### src/hw/udc_pkg.sv
// Purpose: Constants and types for the four-digit up/down counter with display driver.
// Assumes: Single 20 MHz clock; all inputs synchronous to it.
// Notes: Shared by udc_counter and udc_scan.
// How it works
// - Decade variant: four BCD digits, up or down, presettable, maximum 9999.
// - Timing variant: four digits for time keeping, maximum 5959.
// - Separate presettable register compared with the counter continuously.
// - Equal output follows every match of counter and register.
// - Zero output from parallel detect across all four digits.
// - Carry/borrow pulse can clock a following identical counter.
// - Segment and BCD outputs come from output latches, not the counter.
// - Latches copy the counter only while the store control commands it.
// - Four digits scanned in turn, each a quarter period with its segments.
// - Leading zero digits can be blanked.
// - Internal free-running scan timer sequences the digits, no external clock.
// - Blanking control turns drivers off while counting continues.
// - BCD data moves digit by digit on a tri-state four-bit port.
// - Wrap 9999 to 0000 up, 0000 to 9999 down (5959 in the timing variant), pulse on wrap.
// - Zero output active low while counter holds 0000.
// - Equal output active low while counter and register match.
// - Select code: 00 latches only, 01 output, 10 preset counter, 11 register.
package udc_pkg;
   localparam int unsigned UDC_CLK_HZ = 20000000;
   localparam int unsigned UDC_SCAN_HZ = 10000;
   localparam int unsigned UDC_SCAN_TICKS = UDC_CLK_HZ / UDC_SCAN_HZ;
   localparam int UDC_DIGITS = 4;
   localparam logic [3:0] UDC_BCD_ZERO = 4'h0;
   localparam logic [3:0] UDC_DEC_MAX = 4'h9;
   localparam logic [3:0] UDC_TENS_MAX = 4'h5;
   localparam logic [3:0] UDC_BCD_ONE = 4'h1;
   localparam logic [6:0] UDC_SEG_OFF = 7'h00;
   localparam logic [3:0] UDC_DIG_OFF = 4'h0;

   typedef enum logic [1:0] {
      UDC_SEL_LATCH = 2'h0,
      UDC_SEL_OUTPUT = 2'h1,
      UDC_SEL_PRESET_CNT = 2'h2,
      UDC_SEL_PRESET_REG = 2'h3
   } udc_sel_t;

   typedef enum logic [1:0] {
      UDC_DISP_NORMAL = 2'h0,
      UDC_DISP_OFF = 2'h1,
      UDC_DISP_NO_LZB = 2'h2
   } udc_disp_t;

   typedef struct packed {
      logic store;
      logic up;
      udc_sel_t sel;
   } udc_ctrl_t;

   localparam udc_ctrl_t UDC_CTRL_RST = '{store: 1'b1, up: 1'b1, sel: UDC_SEL_LATCH};
endpackage : udc_pkg

### src/hw/udc_scan.sv
// Purpose: Free-running digit scan timer and digit index.
// Assumes: TICKS clock cycles per digit slot.
// Notes: Index advances 0..3, so each digit gets one quarter of the scan.
`timescale 1ns/1ps
`default_nettype none
module udc_scan #(
   parameter int unsigned TICKS = udc_pkg::UDC_SCAN_TICKS
) (
   // Clock and reset
   input wire logic clk,
   input wire logic sys_rst,
   // Scan position
   output logic [1:0] idx,
   output logic step
);
   import udc_pkg::*;
   localparam int CW = $clog2(TICKS + 1);
   localparam logic [CW-1:0] LAST = CW'(TICKS - 1);

   generate
      if (TICKS < 1) begin : g_bad
         $error("udc_scan: TICKS must be at least 1");
      end
   endgenerate

   logic [CW-1:0] tick_q, tick_d;
   logic [1:0] idx_q, idx_d;
   logic step_d, step_q;

   always_comb begin
      step_d = (tick_q == LAST);
      tick_d = step_d ? '0 : tick_q + CW'(1);
      idx_d = step_d ? idx_q + 2'h1 : idx_q;
   end

   always_ff @(posedge clk or posedge sys_rst) begin
      if (sys_rst) begin
         tick_q <= '0;
         idx_q <= 2'h0;
         step_q <= 1'b0;
      end else begin
         tick_q <= tick_d;
         idx_q <= idx_d;
         step_q <= step_d;
      end
   end

   assign idx = idx_q;
   assign step = step_q;
endmodule : udc_scan
`default_nettype wire

### src/hw/udc_counter.sv
// Purpose: Four-digit presettable up/down counter with compare register and display drive.
// Assumes: Count input and controller strobes synchronous to clk.
// Notes: TIMING_MODE 1 selects the 5959 time-keeping variant.
`timescale 1ns/1ps
`default_nettype none
module udc_counter #(
   parameter bit TIMING_MODE = 1'b0,
   parameter int unsigned SCAN_TICKS = udc_pkg::UDC_SCAN_TICKS
) (
   // Clock and reset
   input wire logic clk,
   input wire logic sys_rst,
   // Count input
   input wire logic count_in,
   // Control word port
   input wire logic control_word_load_n,
   input wire logic cw_store,
   input wire logic cw_up,
   input wire udc_pkg::udc_sel_t transfer_select_code,
   input wire logic transfer_trigger_n,
   // Display mode
   input wire udc_pkg::udc_disp_t display_blank_control,
   // BCD port
   input wire logic [3:0] bcd_in,
   output logic [3:0] bcd_out,
   output logic bcd_oe,
   output logic [1:0] bcd_digit,
   // Status outputs
   output logic carry_borrow,
   output logic zero_n,
   output logic equal_n,
   // Display drive
   output logic [6:0] seg,
   output logic [3:0] digit_en
);
   import udc_pkg::*;

   generate
      if (SCAN_TICKS < 1) begin : g_bad
         $error("udc_counter: SCAN_TICKS must be at least 1");
      end
   endgenerate

   // Largest value of one digit position
   function automatic logic [3:0] dig_max(input int pos);
      dig_max = (TIMING_MODE && (pos % 2 == 1)) ? UDC_TENS_MAX : UDC_DEC_MAX;
   endfunction

   function automatic logic [6:0] seg_decode(input logic [3:0] v);
      unique case (v)
         4'h0: seg_decode = 7'h3F;
         4'h1: seg_decode = 7'h06;
         4'h2: seg_decode = 7'h5B;
         4'h3: seg_decode = 7'h4F;
         4'h4: seg_decode = 7'h66;
         4'h5: seg_decode = 7'h6D;
         4'h6: seg_decode = 7'h7D;
         4'h7: seg_decode = 7'h07;
         4'h8: seg_decode = 7'h7F;
         4'h9: seg_decode = 7'h6F;
         default: seg_decode = UDC_SEG_OFF;
      endcase
   endfunction

   logic [1:0] scan_idx;
   logic scan_step;

   udc_scan #(.TICKS(SCAN_TICKS)) u_scan (
      .clk(clk),
      .sys_rst(sys_rst),
      .idx(scan_idx),
      .step(scan_step)
   );

   udc_ctrl_t ctrl_q, ctrl_d;
   logic [3:0][3:0] cnt_q, cnt_d;
   logic [3:0][3:0] reg_q, reg_d;
   logic [3:0][3:0] lat_q, lat_d;
   logic count_prev_q, count_prev_d;
   logic cb_q, cb_d;
   logic zero_n_q, zero_n_d;
   logic equal_n_q, equal_n_d;
   logic [3:0] bcd_out_q, bcd_out_d;
   logic bcd_oe_q, bcd_oe_d;
   logic [1:0] bcd_digit_q, bcd_digit_d;
   logic [6:0] seg_q, seg_d;
   logic [3:0] digit_en_q, digit_en_d;

   logic xfer;
   logic rise;
   logic carry;
   logic lead_zero;

   // Counter, register, latches and status
   always_comb begin
      xfer = ~transfer_trigger_n;
      rise = count_in & ~count_prev_q;
      count_prev_d = count_in;
      ctrl_d = ctrl_q;
      cnt_d = cnt_q;
      reg_d = reg_q;
      lat_d = lat_q;
      cb_d = 1'b0;
      carry = 1'b0;
      if (!control_word_load_n) begin
         ctrl_d = '{store: cw_store, up: cw_up, sel: transfer_select_code};
      end
      if (xfer && ctrl_q.sel == UDC_SEL_PRESET_CNT) begin
         cnt_d[scan_idx] = bcd_in;
      end else if (rise) begin
         carry = 1'b1;
         for (int i = 0; i < UDC_DIGITS; i++) begin
            if (carry) begin
               if (ctrl_q.up) begin
                  if (cnt_q[i] >= dig_max(i)) begin
                     cnt_d[i] = UDC_BCD_ZERO;
                  end else begin
                     cnt_d[i] = cnt_q[i] + UDC_BCD_ONE;
                     carry = 1'b0;
                  end
               end else begin
                  if (cnt_q[i] == UDC_BCD_ZERO) begin
                     cnt_d[i] = dig_max(i);
                  end else begin
                     cnt_d[i] = cnt_q[i] - UDC_BCD_ONE;
                     carry = 1'b0;
                  end
               end
            end
         end
         cb_d = carry;
      end
      if (xfer && ctrl_q.sel == UDC_SEL_PRESET_REG) begin
         reg_d[scan_idx] = bcd_in;
      end
      if (ctrl_q.store) begin
         lat_d = cnt_q;
      end
      zero_n_d = (cnt_d != '0);
      equal_n_d = (cnt_d != reg_d);
   end

   // BCD port and display drive
   always_comb begin
      bcd_digit_d = scan_idx;
      bcd_oe_d = xfer && (ctrl_q.sel == UDC_SEL_OUTPUT);
      bcd_out_d = lat_q[scan_idx];
      lead_zero = (display_blank_control != UDC_DISP_NO_LZB) && (scan_idx != 2'h0);
      for (int i = 1; i < UDC_DIGITS; i++) begin
         if (2'(i) >= scan_idx && lat_q[i] != UDC_BCD_ZERO) begin
            lead_zero = 1'b0;
         end
      end
      if (display_blank_control == UDC_DISP_OFF) begin
         seg_d = UDC_SEG_OFF;
         digit_en_d = UDC_DIG_OFF;
      end else begin
         seg_d = lead_zero ? UDC_SEG_OFF : seg_decode(lat_q[scan_idx]);
         digit_en_d = 4'h1 << scan_idx;
      end
   end

   always_ff @(posedge clk or posedge sys_rst) begin
      if (sys_rst) begin
         ctrl_q <= UDC_CTRL_RST;
         cnt_q <= '0;
         reg_q <= '0;
         lat_q <= '0;
         count_prev_q <= 1'b0;
         cb_q <= 1'b0;
         zero_n_q <= 1'b0;
         equal_n_q <= 1'b0;
         bcd_out_q <= 4'h0;
         bcd_oe_q <= 1'b0;
         bcd_digit_q <= 2'h0;
         seg_q <= UDC_SEG_OFF;
         digit_en_q <= UDC_DIG_OFF;
      end else begin
         ctrl_q <= ctrl_d;
         cnt_q <= cnt_d;
         reg_q <= reg_d;
         lat_q <= lat_d;
         count_prev_q <= count_prev_d;
         cb_q <= cb_d;
         zero_n_q <= zero_n_d;
         equal_n_q <= equal_n_d;
         bcd_out_q <= bcd_out_d;
         bcd_oe_q <= bcd_oe_d;
         bcd_digit_q <= bcd_digit_d;
         seg_q <= seg_d;
         digit_en_q <= digit_en_d;
      end
   end

   assign bcd_out = bcd_out_q;
   assign bcd_oe = bcd_oe_q;
   assign bcd_digit = bcd_digit_q;
   assign carry_borrow = cb_q;
   assign zero_n = zero_n_q;
   assign equal_n = equal_n_q;
   assign seg = seg_q;
   assign digit_en = digit_en_q;
endmodule : udc_counter
`default_nettype wire

### config.mk
export PLATFORM = sky130hd
export DESIGN_NAME = udc_counter
export DESIGN_NICKNAME = d
export VERILOG_FILES = /design/src/hw/udc_pkg.sv /design/src/hw/udc_scan.sv /design/src/hw/udc_counter.sv
export SDC_FILE = /design/constraint.sdc
export NUM_CORES = 1
export LEC_CHECK = 0
export BUFFER_PORTS_ARGS = -buffer_cell sky130_fd_sc_hd__buf_4
export CAP_MARGIN = 20
export CORE_MARGIN = 5
export CORE_UTILIZATION = 40
export DETAILED_ROUTE_END_ITERATION = 8
export PLACE_DENSITY = 0.64
export RECOVER_POWER = 25
export SETUP_SLACK_MARGIN = 0.2
export SLEW_MARGIN = 15
export SYNTH_ARGS = -nofsm -noshare
export SYNTH_HDL_FRONTEND = slang
export SYNTH_SLANG_ARGS = --single-unit
### constraint.sdc
create_clock -name clk -period 6.2 [get_ports clk]
set_clock_uncertainty 0.2 [all_clocks]
set_input_delay 0.93 -clock clk [delete_from_list [all_inputs] [get_ports clk]]
set_output_delay 0.93 -clock clk [all_outputs]
set_load 0.01 [all_outputs]
# ---- Yosys cells after proc, flatten, opt, wreduce, memory -nomap -nowiden
# Memories as Yosys holds them, arrays and structs flattened.
# Cells that the tools add are included.
dict set report totals {
  mem_bits_rw 0
  mem_count 1
  romBits 112
  ff_bits 87
  out_inout_bits 21
  latchBits 0
  wordCells 128
}
dict set report classes {
  n_div 0
  n_mul 0
  n_reduce_logical 17
  muxes 54
  n_lt_le_gt_ge 9
  bitwise 3
  shifts 1
  add_sub_neg 10
  eq_ne 7
}
# memory words word_bits rd rd_clocked_by_memory_dff wr line
set memory_table {}
lappend memory_table {{(name not given)} 16 7 1 0 0 udc_counter.sv:50} ;# unique case (v)
# op count
set ops {}
lappend ops {{4-bit 2-to-1 mux} 18}
lappend ops {{16-bit 2-to-1 mux} 3}
lappend ops {{16-bit bitwise mux} 2}
lappend ops {{1-bit 2-to-1 mux} 26}
lappend ops {{4-bit by 1-bit adder with 4-bit output (second input constant)} 4}
lappend ops {{4-bit >= comparator (second input constant)} 4}
lappend ops {{4-bit logical NOT} 4}
lappend ops {{16-bit inequality test} 1}
lappend ops {{16-bit nonzero test} 1}
lappend ops {{4-bit by 1-bit subtractor with 4-bit output (second input constant)} 4}
lappend ops {{7-bit 2-to-1 mux} 2}
lappend ops {{4-bit nonzero test} 3}
lappend ops {{11-bit by 1-bit adder with 11-bit output (second input constant)} 1}
lappend ops {{11-bit == test (second input constant)} 1}
lappend ops {{11-bit 2-to-1 mux} 1}
lappend ops {{4-bit binary-select mux with 2-bit select} 1}
lappend ops {{4-bit demux with 2-bit select} 1}
lappend ops {{1-bit logical AND} 8}
lappend ops {{2-bit by 1-bit == test with 1-bit output (second input constant)} 2}
lappend ops {{2-bit == test (second input constant)} 2}
lappend ops {{2-bit >= comparator (first input constant)} 2}
lappend ops {{1-bit by 2-bit << shifter with 4-bit output (first input constant)} 1}
lappend ops {{2-bit by 3-bit less-than comparator with 1-bit output (second input constant)} 1}
lappend ops {{2-bit by 1-bit adder with 2-bit output (second input constant)} 1}
lappend ops {{other kinds (6)} 7}

# ---- Longest topological paths before layout
dict set report depth {
  ltp_word 15
  ltp_mapped 11
  ltp_nobuf 10
}

# ---- Cells and area by module
# A second synthesis with hierarchy kept.
dict set report hier_totals {
  hier_cells 495
  hier_area_um2 5139.9
}
# module instances area_each_um2 seq_area_each_um2 cells_per_inst
set modules_own_cells {}
lappend modules_own_cells {udc_counter 1 4455.5 1854.3 432}
lappend modules_own_cells {udc_scan 1 684.4 350.3 63}

# ---- Least setup slack after synthesis
# Ideal clock, no wire load.
dict set report synth_path {
  path_type {input to register}
  startpoint {in transfer_trigger_n}
  endpoint {reg zero_n_q (netlist: zero_n)}
  path_buffers 0
  arrival_time_ps 3198
  setup_slack_ps 2671
  path_stages 7
  required_ps 5869
  path_cell_list {nor3b_2 -> and2_1 -> nor2_1 -> a221o_1 -> or4_1 -> or4_1 -> or3_1}
}
# element line
set synth_rtl {}
lappend synth_rtl {{from (decl)} udc_counter.sv:20} ;# input wire logic transfer_trigger_n,
lappend synth_rtl {{to (signal assigned)} udc_counter.sv:185} ;# zero_n_q <= zero_n_d;
lappend synth_rtl {{to (decl)} udc_counter.sv:81} ;# logic zero_n_q, zero_n_d;

==> flow_summary.toml <==
[power_and_ir_drop]
total_leakage_power_nw = 2.44
cellPowerDensity_nw_per_um2 = 398
max-vdd-ir-drop_mv = 0.147
fin_total_pwr_mw = 2.17

[timing]
fmax_mhz = 243
whs_ns = 0.260
setup_viol = 0
hold_violations = 0
setup_tns_ns = 0
fin_crit_ns = 4.12
max_slew_margin_pct = 4.42
fin_crit_sh_pct = 66.4
rsz0062_at_grt = "false"
tightest_slew_ns = 1.43
drv_slew = 0

[drt]
viasPerCell = 5.57
avgRoutedWirePerCell_um = 16.8
via_count = 3501
wl_mm = 10.6
firstDrtPassIters = 4
drtIter0Drc = 139
drc = 0
ant_nets = 0

[critical_path]
critPathRequiredTime_ns = 6.21
crit_type = "flip-flop to flip-flop"
max_stage_delay_ns = 1.47
worstPathArrival_ns = 4.13
path_max_fanout = 47
end_kind = "flip-flop"
critPathSlowestCell = "dfstp_1"
startpoint_type = "flip-flop"
cp_cell_sequence = "nand2_1 > o21ai_1 > nand4_1 > a221o_1 > o221ai_1 > inv_1 > or4_1 > or3_1"

[cts]
cts_resized = 0
cts_buffers = 9
post_cts.repair.setup_buffers = 0
clock_sinks = 87
clk_pin_slew_ns = 0.06
cts_hold_buffers = 0
clockBufferDepth = 2
clock_latency_ns = 0.33
cts_tree = "done"
clock-root-buffer = "clkbuf_16"
htreeDepth = 3

[final_layout]
diodes = 0
nets = 519
final_cell_area_sq_um = 5470
fillCellCount = 1056
drive_gt1_share_pct = 21.6
area_growth_pct = 15.5
seqCellArea_sq_um = 2180
multi_input_comb_area_sq_um = 2380

[global_route]
grtUsageTotal_pct = 15.3
antenna_found_initial = 0
grt_pass1_vias = 3520
grt_overflow = 0
grt_pass1_wl_mm = 17.6
grt_max_degree = 88

[outcome]
status = "completed"

[die]
die_height_um = 119
boundaryPins = 36
core_sq_um = 11500
die_w_um = 119
start_util_pct = 41.1
dieArea_sq_um = 14100
rows = 39

[yosys]
syn_nets = 487
synthTopCellsByArea = "dfrtp_1 (45%), mux2_2 (8.6%), ha_1 (6.1%), nor2_1 (2.9%), xnor2_1 (2.6%)"
synth_top_area_share_pct = 44.9
ys_ff_latch = 87
syn_inst = 449
yosysSeqAreaShare_pct = 46.0
ys_warn_count = 0
synth_area_sq_um = 4740
yosysTopAreaCell = "dfrtp_1"
synth-edff-count = 0
async_flop_share_pct = 100
syn_area_per_cell_sq_um = 10.5
synth_cell_type_count = 61
synth_top_flop_cell = "dfrtp_1"

[min_path]
hp-class = "flip-flop to flip-flop"

[placed_design]
port_buffers = 35
placed_cell_area_sq_um = 5130
post-dp-hpwl_mm = 7.59
gp_congestion = 0.858

[job]
cap_violations = 0
logic make-up after synthesis:
logic type | count (synthesis) | synth area share [%]
DFF | 87 | 46.0
muxes | 44 | 11.3
xor gates and xnor gates | 25 | 4.62
and+or+nand+nor | 136 | 15.6
buffers and inverters | 47 | 3.80
adders and majority gates | 23 | 6.08
AOI/OAI and AO/OA | 87 | 12.6
per-layer routing:
| layer | vias up | track usage, % | routed length, um |
|---|---|---|---|
| li1 | 1679 | - | - |
| met1 | 1753 | 19.3 | 4670 |
| met2 | 65 | 26.0 | 5500 |
| met3 | 4 | 2.70 | 307 |
| met4 | 0 | 6.15 | 84 |
| met5 | - | 0 | 0 |
placed cells by master, fill, tap and decap left out, types with 5 or more instances in the layout:
cell,count
and2_1,5
nand4_1,6
xnor2_1,14
nor2_1,37
nand2b_1,5
buf_4,32
clkbuf_16,9
ha_1,23
inv_1,29
mux2_2,36
o211ai_1,7
nand3_1,9
nor4_1,7
a21oi_1,24
o22ai_1,6
dfrtp_1,85
nor2b_1,5
o21ai_0,14
nand2_1,28
xor2_1,11
final timing paths:
kind,startpoint,endpoint,slack [ns],cells after the start
max,ctrl_q[2],zero_n,2.08,8
min,u_scan.tick_q[0],u_scan.tick_q[0],0.26,1
max reg2reg,ctrl_q[2],zero_n,2.08,8
min reg2reg,u_scan.tick_q[0],u_scan.tick_q[0],0.26,1
max in group asynchronous,sys_rst,reg_q[6],4.63,3
min in group asynchronous,sys_rst,ctrl_q[0],0.65,3
flip-flops by register name, summed over array words and instances, names as in the netlist, 2 cells and up:
name	count
seg	7
cnt_q	16
bcd_out	4
digit_en	4
lat_q	16
bcd_digit	2
u_scan.idx	2
ctrl_q	4
reg_q	16
u_scan.tick_q	11
layout make-up:
type	count	share of cell area, %
Multi-Input combinational cell	315	43.5
Clock buffer	10	4.37
Clock inverter	5	1.95
Sequential cell	87	39.9
Timing Repair Buffer	37	4.94
Tap cell	143	3.27
Inverter	31	2.15
power breakdown:
| part | internal, mW | leakage, nW | switching [mW] |
|---|---|---|---|
| clock | 0.403 | 0.165 | 0.211 |
| sequential | 0.694 | 1.09 | 0.163 |
| combinational | 0.339 | 1.19 | 0.364 |
| total | 1.44 | 2.44 | 0.738 |
critical path: cells and delay by family (launching register included):
| family | cells | cell delay, ns |
|---|---|---|
| buf+inv | 1 | 0.11 |
| flops | 1 | 1.47 |
| compound gates | 3 | 0.82 |
| simple gates | 4 | 1.37 |
synthesized netlist by cell type (3+ instances only):
cell type  count
mux2i_1        4
dfrtp_1       85
clkbuf_1      12
xor2_1        11
and2_1         7
o211ai_1       7
o21ai_0       14
a311o_1        3
a31oi_1        4
mux2_2        36
nand4_1        6
nor3b_1        4
o22ai_1        6
mux4_2         4
nor3_1         4
or4_1          4
inv_1         30
ha_1          23
nand3_1        9
buf_1          3
a221oi_1       4
nor2b_1        5
nand2b_1       5
o221a_2        4
and3_1         3
nor2_1        37
nor4b_1        3
xnor2_1       14
nor4_1         7
nand2_1       28
a21oi_1       24
stage by stage:
step                      utilization [%]  cells  setup slack (ns)
after global placement               44.5    613              2.27
after detailed placement             44.5    613              2.18
final                                47.5    628              2.08
after CTS                            47.5    628              2.50
after floorplan                         -    449              2.67
after global routing                 47.5    628              1.80
(Power assumes the default switching activity.)
